==> config.mk <==
export PLATFORM = sky130hd
export DESIGN_NAME = msigen_top
export DESIGN_NICKNAME = d
export VERILOG_FILES = /design/src/rtl/msigen_pkg.sv /design/src/rtl/msigen_vector_sel.sv /design/src/rtl/msigen_top.sv
export VERILOG_INCLUDE_DIRS = /design/src /design/src/rtl
export SDC_FILE = /design/constraint.sdc
export NUM_CORES = 1
export LEC_CHECK = 0
export ABC_AREA = 1
export BUFFER_PORTS_ARGS = -buffer_cell sky130_fd_sc_hd__buf_2
export CORE_ASPECT_RATIO = 1.25
export CORE_UTILIZATION = 55
export DETAILED_ROUTE_END_ITERATION = 7
export PLACE_DENSITY = 0.8
export SKIP_LAST_GASP = 1
export SYNTH_ARGS = -nofsm -noshare
export SYNTH_HDL_FRONTEND = slang
export SYNTH_SLANG_ARGS = --single-unit
==> constraint.sdc <==
create_clock -name CLOCK -period 4 [get_ports CLOCK]
set_input_delay 0.4 -clock CLOCK [delete_from_list [all_inputs] [get_ports CLOCK]]
set_output_delay 0.4 -clock CLOCK [all_outputs]
set_load 0.05 [all_outputs]
==> src/rtl/msigen_defines.svh <==
// register map, field positions, reset values and codes of the
// message interrupt generator; included by its vector selector and top level
`ifndef MSIGEN_DEFINES_SVH
`define MSIGEN_DEFINES_SVH

// byte offsets, decoded on haddr[7:0]
`define MSIGEN_OFS_CONTROL    8'h80
`define MSIGEN_OFS_ADDR_LO    8'h84
`define MSIGEN_OFS_ADDR_HI    8'h88
`define MSIGEN_OFS_PAYLOAD    8'h8c
`define MSIGEN_OFS_PENDING    8'h94
`define MSIGEN_OFS_IRQ_STATUS 8'h98
`define MSIGEN_OFS_IRQ_MASK   8'h9c
`define MSIGEN_OFS_LAST_MSG   8'ha0

// control word fields
`define MSIGEN_ENABLE_BIT     16
`define MSIGEN_VCOUNT_LSB     20
`define MSIGEN_VCOUNT_MSB     22

// granted vector count codes; 3'h4 to 3'h7 are reserved
`define MSIGEN_VC_ONE         3'h0
`define MSIGEN_VC_TWO         3'h1
`define MSIGEN_VC_FOUR        3'h2
`define MSIGEN_VC_EIGHT       3'h3

// payload bits that each count leaves untouched
`define MSIGEN_KEEP_ONE       16'hffff
`define MSIGEN_KEEP_TWO       16'hfffe
`define MSIGEN_KEEP_FOUR      16'hfffc
`define MSIGEN_KEEP_EIGHT     16'hfff8

// interrupt status and mask bits
`define MSIGEN_IRQ_SENT_BIT   0
`define MSIGEN_IRQ_LOST_BIT   1

// reset values
`define MSIGEN_RST_WORD       32'h0000_0000
`define MSIGEN_RST_PAYLOAD    16'h0000
`define MSIGEN_RST_VCOUNT     3'h0

`endif

==> src/rtl/msigen_pkg.sv <==
// types of the message interrupt generator
// assumes the defines header is compiled alongside
package msigen_pkg;

  // one posted interrupt write towards the upstream port
  typedef struct packed {
    logic [63:0] addr;    // target, bits 1:0 always zero
    logic        wide64;  // high when a 64-bit address is used
    logic [15:0] data;    // payload with the vector merged in
    logic [2:0]  vector;  // source number that caused it
  } msigen_msg_t;

  // bus address phase held over into its data phase
  typedef struct packed {
    logic       valid;
    logic       write;
    logic [7:0] addr;
  } msigen_phase_t;

  // sender states, gray along idle -> send -> idle
  typedef enum logic [1:0] {
    MSIGEN_IDLE = 2'b00,
    MSIGEN_SEND = 2'b01
  } msigen_state_t;

endpackage

==> src/rtl/msigen_vector_sel.sv <==
// picks the next pending source and builds its payload
// assumes pending bits and settings come from the same clock
`timescale 1ns/10ps
`include "msigen_defines.svh"

module msigen_vector_sel (
  input  wire logic [7:0]  pending,  // one bit per source
  input  wire logic [2:0]  vcount,   // granted vector count code
  input  wire logic [15:0] payload,  // programmed message data
  output logic             found,    // some source is pending
  output logic [2:0]       source,   // chosen source number
  output logic [15:0]      data      // payload to transmit
);

  // lowest set bit wins; a busy low source can starve high ones
  function automatic logic [2:0] first_set(input logic [7:0] bits);
    logic [2:0] idx;
    idx = 3'h0;
    for (int i = 7; i >= 0; i--) begin
      if (bits[i]) begin
        idx = 3'(i);
      end
    end
    return idx;
  endfunction

  // mask of payload bits the granted count leaves alone
  function automatic logic [15:0] keep_mask(input logic [2:0] code);
    logic [15:0] keep;
    keep = `MSIGEN_KEEP_ONE;
    case (code)
      `MSIGEN_VC_TWO:   keep = `MSIGEN_KEEP_TWO;   // [RULE_12]
      `MSIGEN_VC_FOUR:  keep = `MSIGEN_KEEP_FOUR;  // [RULE_11]
      `MSIGEN_VC_EIGHT: keep = `MSIGEN_KEEP_EIGHT; // [RULE_08]
      default:          keep = `MSIGEN_KEEP_ONE;   // [RULE_13]
    endcase
    return keep;
  endfunction

  wire [15:0] keep = keep_mask(vcount);                 // [RULE_10]
  wire [15:0] vec_wide = {13'h0000, source};

  // gpi 0-3 are sources 0-3, legacy a-d are 4-7
  assign found  = |pending;
  assign source = first_set(pending);                   // [RULE_08]
  // upper bits pass from the programmed data untouched
  assign data   = (payload & keep) | (vec_wide & ~keep); // [RULE_07] [RULE_09]

endmodule

==> src/rtl/msigen_top.sv <==
// message interrupt generator: ahb-lite registers, source capture
// and the sender of posted interrupt writes
// assumes one ahb-lite master, the upstream port on CLOCK, and
// interrupt source pins asynchronous to CLOCK
//
// Operation
// [RULE_01] low address bits 31:2 are software-set, word target of writes
// [RULE_02] write address bits 1:0 are zero; low register bits 1:0 read 0
// [RULE_03] upper address register is fully writable, resets to zero
// [RULE_04] nonzero upper register gives a 64-bit write address
// [RULE_05] zero upper register gives a 32-bit address from low register
// [RULE_06] 16-bit payload, resets zero, sent per message; 31:16 read 0
// [RULE_07] only low payload bits allowed by the vector count change
// [RULE_08] eight vectors: gpi 0-3 then legacy a-d, low 3 bits
// [RULE_09] unmodified upper bits come straight from programmed data
// [RULE_10] vector count code 0,1,2,3 means 1,2,4,8; 4-7 reserved
// [RULE_11] four vectors: low two bits carry vector number modulo four
// [RULE_12] two vectors: only bit 0 changes, odd vectors send one
// [RULE_13] single vector: payload sent unchanged for every source
// [RULE_14] no write while disabled; one write per source event; an edge on a source still pending gets no write of its own and is flagged lost
//
// The AHB-Lite slave port was left to the implementer.
`timescale 1ns/10ps
`include "msigen_defines.svh"

module msigen_top (
  input  wire logic                 CLOCK,        // core clock
  input  wire logic                 SYS_RST,      // sync reset
  input  wire logic                 HSEL,         // slave select
  input  wire logic [31:0]          HADDR,        // byte address
  input  wire logic [1:0]           HTRANS,       // transfer type
  input  wire logic                 HWRITE,       // write phase
  input  wire logic [2:0]           HSIZE,        // word only
  input  wire logic [31:0]          HWDATA,       // write data
  input  wire logic                 HREADY,       // bus ready
  output logic      [31:0]          HRDATA,       // read data
  output logic                      HREADYOUT,    // slave ready
  output logic                      HRESP,        // always okay
  input  wire logic [3:0]           GPI_IN,       // general inputs
  input  wire logic [3:0]           LEGACY_INT_N, // lines a-d
  output msigen_pkg::msigen_msg_t   MSG,          // write to send
  output logic                      MSG_VALID,    // write offered
  input  wire logic                 MSG_READY,    // write taken
  output logic                      IRQ           // local interrupt
);

  // bus phase tracking
  msigen_pkg::msigen_phase_t dphase;
  msigen_pkg::msigen_phase_t next_dphase;

  // software state
  logic        ctrl_enable;
  logic [2:0]  vcount;
  logic [29:0] addr_lo;
  logic [31:0] addr_hi;
  logic [15:0] payload;
  logic [1:0]  irq_status;
  logic [1:0]  irq_mask;
  logic [7:0]  sent_count;

  // source capture
  logic [7:0]  src_meta;
  logic [7:0]  src_sync;
  logic [7:0]  src_prev;
  logic [7:0]  pending;

  // sender
  msigen_pkg::msigen_state_t state;
  msigen_pkg::msigen_state_t next_state;
  logic        sel_found;
  logic [2:0]  sel_source;
  logic [15:0] sel_data;
  logic [31:0] read_word;

  // address phase is taken on select, an active htrans and a ready bus; size is
  // not checked since the master only issues whole words
  wire addr_take = HSEL && HTRANS[1] && HREADY;
  assign next_dphase = '{addr_take, HWRITE, HADDR[7:0]};

  always_ff @(posedge CLOCK) begin
    if (SYS_RST) begin
      dphase <= '0;
    end else if (HREADY) begin
      dphase <= next_dphase;
    end
  end

  // write strobes, applied in the data phase when hwdata stands
  wire wr_any     = dphase.valid && dphase.write && HREADY;
  wire wr_control = wr_any && (dphase.addr == `MSIGEN_OFS_CONTROL);
  wire wr_addr_lo = wr_any && (dphase.addr == `MSIGEN_OFS_ADDR_LO);
  wire wr_addr_hi = wr_any && (dphase.addr == `MSIGEN_OFS_ADDR_HI);
  wire wr_payload = wr_any && (dphase.addr == `MSIGEN_OFS_PAYLOAD);
  wire wr_status  = wr_any && (dphase.addr == `MSIGEN_OFS_IRQ_STATUS);
  wire wr_mask    = wr_any && (dphase.addr == `MSIGEN_OFS_IRQ_MASK);

  // reads stall one cycle so the word is sampled after any write
  // in flight; costs a wait state but avoids a forwarding path
  always_ff @(posedge CLOCK) begin
    if (SYS_RST) begin
      HREADYOUT <= 1'b1;
    end else begin
      HREADYOUT <= !(addr_take && !HWRITE);
    end
  end

  always_ff @(posedge CLOCK) begin
    if (SYS_RST) begin
      HRDATA <= `MSIGEN_RST_WORD;
    end else if (!HREADYOUT) begin
      HRDATA <= read_word;
    end
  end

  // error responses are never given
  always_ff @(posedge CLOCK) begin
    if (SYS_RST) begin
      HRESP <= 1'b0;
    end else begin
      HRESP <= 1'b0;
    end
  end

  // read words; unmapped offsets read as zero
  wire [31:0] ctrl_word = {9'h000, vcount, 3'h0, ctrl_enable, 16'h0000};
  wire [31:0] lo_word   = {addr_lo, 2'b00};                // [RULE_02]
  wire [31:0] pay_word  = {16'h0000, payload};             // [RULE_06]
  wire [31:0] pend_word = {24'h00_0000, pending};
  wire [31:0] stat_word = {30'h0000_0000, irq_status};
  wire [31:0] mask_word = {30'h0000_0000, irq_mask};
  wire [31:0] last_word = {13'h0000, MSG.vector, 8'h00, sent_count};

  assign read_word =
    (dphase.addr == `MSIGEN_OFS_CONTROL)    ? ctrl_word :
    (dphase.addr == `MSIGEN_OFS_ADDR_LO)    ? lo_word   :
    (dphase.addr == `MSIGEN_OFS_ADDR_HI)    ? addr_hi   :
    (dphase.addr == `MSIGEN_OFS_PAYLOAD)    ? pay_word  :
    (dphase.addr == `MSIGEN_OFS_PENDING)    ? pend_word :
    (dphase.addr == `MSIGEN_OFS_IRQ_STATUS) ? stat_word :
    (dphase.addr == `MSIGEN_OFS_IRQ_MASK)   ? mask_word :
    (dphase.addr == `MSIGEN_OFS_LAST_MSG)   ? last_word :
    `MSIGEN_RST_WORD;

  // control: enable and granted vector count, stored as written
  always_ff @(posedge CLOCK) begin
    if (SYS_RST) begin
      ctrl_enable <= 1'b0;
      vcount      <= `MSIGEN_RST_VCOUNT;
    end else if (wr_control) begin
      ctrl_enable <= HWDATA[`MSIGEN_ENABLE_BIT];
      vcount      <= HWDATA[`MSIGEN_VCOUNT_MSB:`MSIGEN_VCOUNT_LSB]; // [RULE_10]
    end
  end

  // message target, low word bits 31:2 only
  always_ff @(posedge CLOCK) begin
    if (SYS_RST) begin
      addr_lo <= 30'h0000_0000;
    end else if (wr_addr_lo) begin
      addr_lo <= HWDATA[31:2]; // [RULE_01] [RULE_02]
    end
  end

  // upper target word, every bit writable
  always_ff @(posedge CLOCK) begin
    if (SYS_RST) begin
      addr_hi <= `MSIGEN_RST_WORD;
    end else if (wr_addr_hi) begin
      addr_hi <= HWDATA; // [RULE_03]
    end
  end

  // programmed message data, upper half of the word dropped
  always_ff @(posedge CLOCK) begin
    if (SYS_RST) begin
      payload <= `MSIGEN_RST_PAYLOAD;
    end else if (wr_payload) begin
      payload <= HWDATA[15:0]; // [RULE_06]
    end
  end

  // two flops per pin before anything looks at the sources;
  // legacy lines are active low and are turned around first
  wire [7:0] src_raw = {~LEGACY_INT_N, GPI_IN};

  always_ff @(posedge CLOCK) begin
    if (SYS_RST) begin
      src_meta <= 8'h00;
      src_sync <= 8'h00;
      src_prev <= 8'h00;
    end else begin
      src_meta <= src_raw;
      src_sync <= src_meta;
      src_prev <= src_sync;
    end
  end

  // an event is the assertion edge of a synchronised source
  wire [7:0] src_edge = src_sync & ~src_prev;

  // sender handshake terms
  wire launch = (state == msigen_pkg::MSIGEN_IDLE) && ctrl_enable
                && sel_found;                              // [RULE_14]
  wire done   = (state == msigen_pkg::MSIGEN_SEND) && MSG_READY;

  // the bit of the source being launched this cycle
  wire [7:0] pend_clear = launch ? (8'h01 << sel_source) : 8'h00;

  // events are only queued while enabled; an edge on a bit being
  // cleared keeps the bit, so that edge still gets its own write
  wire [7:0] pend_set = ctrl_enable ? src_edge : 8'h00;    // [RULE_14]
  wire [7:0] next_pending = (pending & ~pend_clear) | pend_set;

  always_ff @(posedge CLOCK) begin
    if (SYS_RST) begin
      pending <= 8'h00;
    end else begin
      pending <= next_pending;
    end
  end

  // source choice and payload shaping
  msigen_vector_sel u_vector_sel (
    .pending (pending),
    .vcount  (vcount),
    .payload (payload),
    .found   (sel_found),
    .source  (sel_source),
    .data    (sel_data)
  );

  // an edge is lost when disabled or when its source still waits
  wire [7:0] lost_bits = src_edge & (ctrl_enable ?
                         (pending & ~pend_clear) : 8'hff);

  // address of the next write; the wide flag tells the upstream
  // port which header format to use
  wire        use_wide = (addr_hi != `MSIGEN_RST_WORD);     // [RULE_04]
  wire [63:0] tgt_wide = {addr_hi, addr_lo, 2'b00};         // [RULE_04]
  wire [63:0] tgt_narrow = {32'h0000_0000, addr_lo, 2'b00}; // [RULE_05]
  wire [63:0] tgt_addr = use_wide ? tgt_wide : tgt_narrow;  // [RULE_02]

  // sender state machine
  always_comb begin
    next_state = state;
    unique case (state)
      msigen_pkg::MSIGEN_IDLE: begin
        if (launch) begin
          next_state = msigen_pkg::MSIGEN_SEND;
        end
      end
      msigen_pkg::MSIGEN_SEND: begin
        if (done) begin
          next_state = msigen_pkg::MSIGEN_IDLE;
        end
      end
      default: begin
        next_state = msigen_pkg::MSIGEN_IDLE;
      end
    endcase
  end

  always_ff @(posedge CLOCK) begin
    if (SYS_RST) begin
      state <= msigen_pkg::MSIGEN_IDLE;
    end else begin
      state <= next_state;
    end
  end

  // an offered write is never withdrawn, even if software
  // disables in the meantime; a half-offered write would confuse
  // the upstream port
  always_ff @(posedge CLOCK) begin
    if (SYS_RST) begin
      MSG_VALID <= 1'b0;
    end else if (launch) begin
      MSG_VALID <= 1'b1; // [RULE_14]
    end else if (done) begin
      MSG_VALID <= 1'b0;
    end
  end

  // the write is frozen at launch so later register writes cannot
  // tear a message that is waiting for the upstream port
  always_ff @(posedge CLOCK) begin
    if (SYS_RST) begin
      MSG <= '0;
    end else if (launch) begin
      MSG.addr   <= tgt_addr;   // [RULE_01] [RULE_04] [RULE_05]
      MSG.wide64 <= use_wide;   // [RULE_04]
      MSG.data   <= sel_data;   // [RULE_06] [RULE_07]
      MSG.vector <= sel_source; // [RULE_08]
    end
  end

  // count of writes taken upstream, wraps at 256
  always_ff @(posedge CLOCK) begin
    if (SYS_RST) begin
      sent_count <= 8'h00;
    end else if (done) begin
      sent_count <= sent_count + 8'h01;
    end
  end

  // sticky status, write one to clear; a new event wins
  wire [1:0] irq_event = {|lost_bits, done};
  wire [1:0] irq_clear = wr_status ? HWDATA[1:0] : 2'b00;
  wire [1:0] next_irq_status = (irq_status & ~irq_clear) | irq_event;

  always_ff @(posedge CLOCK) begin
    if (SYS_RST) begin
      irq_status <= 2'b00;
    end else begin
      irq_status <= next_irq_status;
    end
  end

  always_ff @(posedge CLOCK) begin
    if (SYS_RST) begin
      irq_mask <= 2'b00;
    end else if (wr_mask) begin
      irq_mask <= HWDATA[1:0];
    end
  end

  // interrupt follows the masked status in the same cycle
  always_ff @(posedge CLOCK) begin
    if (SYS_RST) begin
      IRQ <= 1'b0;
    end else begin
      IRQ <= |(next_irq_status & irq_mask);
    end
  end

endmodule

==> reports/summary.json <==
{
  "outcome": {
    "run_status": "complete, no violations"
  },
  "power": {
    "power_frac_seq_pct": 48.6,
    "power_frac_clock_pct": 48.2,
    "ir_worst_vdd_uv": 343,
    "post-layout-total-power_mw": 5.26,
    "switching_power_mw": 1.09,
    "internal-power_mw": 4.17,
    "powerDensity_nw_per_um2": 458,
    "switching_share_pct": 20.7,
    "comb_power_share_pct": 3.2,
    "static-leakage-power_nw": 4.68
  },
  "critical_path": {
    "critPathMaxStageDelay_ns": 0.79,
    "worstPathCellList": "nor2_2, inv_2, nor3_2, nand2_2, nor2_2, inv_2, o21ai_0, a21oi_1",
    "worstSetupStartpointType": "flip-flop",
    "cp_data_arrival_time_ns": 2.96,
    "critical_path.endpoint_type": "flip-flop",
    "worstPathRequired_ns": 4.42,
    "cp_slowest_cell": "sky130_fd_sc_hd__inv_2",
    "worst-path-max-fanout": 64,
    "criticalPathCategory": "flip-flop to flip-flop"
  },
  "synth": {
    "async_reset_ff_share_pct": 0,
    "largest_area_contributor_in_the_synthesized_netlist": "sky130_fd_sc_hd__dfxtp_1",
    "synth_enable_flop_cells": 0,
    "netlist_top_cells_area": "sky130_fd_sc_hd__dfxtp_1 52%, sky130_fd_sc_hd__a21oi_1 12%, sky130_fd_sc_hd__nand2_1 7.2%, sky130_fd_sc_hd__o21ai_0 6.3%, sky130_fd_sc_hd__inv_1 5.3%",
    "number_of_warning_messages_in_the_yosys_log": 0,
    "post_synth_design_cell_area_um2": 9800,
    "yosys_register_bits": 254,
    "synth_ff_type": "sky130_fd_sc_hd__dfxtp_1",
    "synthesis.area_per_instance_um2": 7.84,
    "postSynthCellCount": 1249,
    "synth_seq_area_share_pct": 51.9,
    "synthDistinctLibCells": 42,
    "post-synth-top-area-fraction_pct": 51.9
  },
  "timing": {
    "worst_slew_pin_slew_ns": 1.30,
    "relSlewSlack_pct": 13.3,
    "timing.final.setup_violations": 0,
    "hold_vio_cnt_final": 0,
    "fin_ws_ns": 1.46,
    "setup_total_negative_slack_ns": 0,
    "min_tclk_post_route_ns": 2.54,
    "timing_max_transition_violations_final": 0,
    "fmax_ghz": 0.394,
    "unrepaired_setup_endpoints_after_global_routing": "false",
    "final.hold.worst_slack_ns": 0.0369,
    "finClkSkew_ns": 0.00948,
    "post-route-period-util_pct": 63.5
  },
  "global_routing": {
    "pin_count_of_the_biggest_net_entering_global_routing": 76,
    "track_usage_pct": 28.4,
    "initial_antenna_violation_count": 0,
    "grt_first_pass_wirelength_mm": 40.7,
    "first_global_vias": 8146,
    "globalRouteOverflowTotal": 0
  },
  "detailed_routing": {
    "drt_iter0_drc": 702,
    "residual_drc": 0,
    "wire_per_inst_um": 16.3,
    "dr_vias": 8953,
    "drt-pass1-iter-count": 5,
    "finalWirelength_mm": 26.4,
    "post_drt_via_cell_ratio": 5.52,
    "drtAntennaViolNets": 0
  },
  "floorplanning": {
    "die_x_um": 121,
    "design.core.area_um2": 17400,
    "placementRows": 54,
    "dieArea_um2": 18400,
    "ioPinCount": 203,
    "die_height_um": 151,
    "initial_core_util_pct": 56.2
  },
  "place": {
    "io_buffers": 171,
    "place.detailed.hpwl_mm": 17.7,
    "place_area_um2": 10600,
    "placement.setup.worst_slack_ns": 1.51,
    "gp_routability_congestion": 0.913,
    "numPlacedInstances": 1578
  },
  "clock_tree": {
    "cts.repair_timing.setup_buffer_count": 0,
    "clk_latency_ns": 0.51,
    "htree_levels": 1,
    "post_cts.resized_instances": 0,
    "clock_tree.buffer_depth": 3,
    "clkSlewWorstSetupHoldPaths_ns": 0.06,
    "cts-buffers-inserted": 24,
    "tritoncts": "built",
    "postCtsHoldBufs": 0,
    "cts_root_buffer": "sky130_fd_sc_hd__clkbuf_16",
    "cts.sinks": 254
  },
  "final_layout": {
    "final.fill_count": 1498,
    "final_cells": 1622,
    "drive_above_1_share_pct": 18.7,
    "area_growth_syn_to_layout_pct": 17.5,
    "design_area_um2": 11500,
    "diodes": 0,
    "final_util_pct": 66.0,
    "fin_nets": 1464
  },
  "worst_hold_path": {
    "hold_class": "input pin to flip-flop"
  },
  "run": {
    "max_cap_viol_count": 0
  }
}
## state kept, by name, summed over array words and instances, names as in the netlist
name	count
HRDATA	32
HREADYOUT	1
IRQ	1
MSG	82
MSG_VALID	1
addr_hi	32
addr_lo	30
ctrl_enable	1
dphase	10
irq_mask	2
irq_status	2
payload	16
pending	8
sent_count	8
src_meta	8
src_prev	8
src_sync	8
state	1
vcount	3
## synth_stat cells, types with 6 or more instances
cell / instances
sky130_fd_sc_hd__dfxtp_1: 254
sky130_fd_sc_hd__a21oi_1: 227
sky130_fd_sc_hd__nand2_1: 189
sky130_fd_sc_hd__inv_1: 138
sky130_fd_sc_hd__o21ai_0: 123
sky130_fd_sc_hd__nor2_1: 73
sky130_fd_sc_hd__clkbuf_1: 44
sky130_fd_sc_hd__o21ai_1: 38
sky130_fd_sc_hd__nand3_1: 26
sky130_fd_sc_hd__o22ai_1: 23
sky130_fd_sc_hd__buf_2: 17
sky130_fd_sc_hd__inv_2: 11
sky130_fd_sc_hd__nor3_1: 11
sky130_fd_sc_hd__buf_6: 10
sky130_fd_sc_hd__nand2_2: 8
sky130_fd_sc_hd__o2111ai_1: 6
## final cells by class
class                           instances  area (um2)  area share (%)
Clock buffer                           35         723            6.29
Clock inverter                          9         173            1.50
Inverter                              150         564            4.90
Multi-Input combinational cell        770        3750            32.6
Sequential cell                       254        5080            44.2
Tap cell                              224         280            2.44
Timing Repair Buffer                  180         926            8.05
## worst paths after layout
| path | start | end | slack [ns] | cells after the start |
|---|---|---|---|---|
| setup reg to reg | dphase[0] | addr_hi[9] | 1.46 | 8 |
| hold reg to reg | src_meta[6] | src_sync[6] | 0.40 | 2 |
| hold / removal | LEGACY_INT_N[0] | src_meta[4] | 0.04 | 2 |
| setup / recovery | dphase[0] | addr_hi[9] | 1.46 | 8 |
## worst max-delay path, delay by kind of cell (launching register included)
kind / cells / cell delay [ns]
DFF: 1 / 0.34
and+or+nand+nor: 4 / 0.72
AOI/OAI and AO/OA: 2 / 0.45
buffers and inverters: 2 / 0.91
## cell usage in the layout (no fill, tap or decap), drive strengths merged, types with 6 or more instances in the layout
master | netlist | final
nor3 | 17 | 17
a21oi | 228 | 228
nand3 | 28 | 28
dfxtp | 254 | 254
nor2 | 80 | 80
o2111ai | 6 | 6
o21ai | 161 | 161
buf | 33 | 180
nand2 | 198 | 198
inv | 149 | 148
clkbuf | 44 | 35
nor4 | 6 | 6
o22ai | 23 | 23
## cell families (layout without fill, tap and decap cells)
family          count (synthesis)  count (layout)  synth area share (%)
simple gates                  337             337                  15.2
compound gates                428             428                  22.8
flops                         254             254                  51.9
other cells                     1               3                0.0383
buf+inv                       227             374                  9.84
fa+ha+maj                       1               1                 0.128
xor+xnor                        1               1                0.0894
## power by group through the flow
stage                     Clock, mW  Sequential [mW]  Combinational, mW
after floorplan                   0             2.61              0.104
after global placement            0             2.61              0.164
after detailed placement          0             2.61              0.166
after CTS                      2.56             2.56              0.168
after global routing           2.67             2.56              0.187
final                          2.54             2.56              0.170
## per-layer routing
metal	global-route usage, %	vias up	part of all wire, %
met5	0	-	0
met4	15.1	0	5.0
met3	3.46	81	6.1
met2	48.8	357	49
met1	34.5	4112	40
li1	-	4403	-
Power figures use the tool's default switching activity.
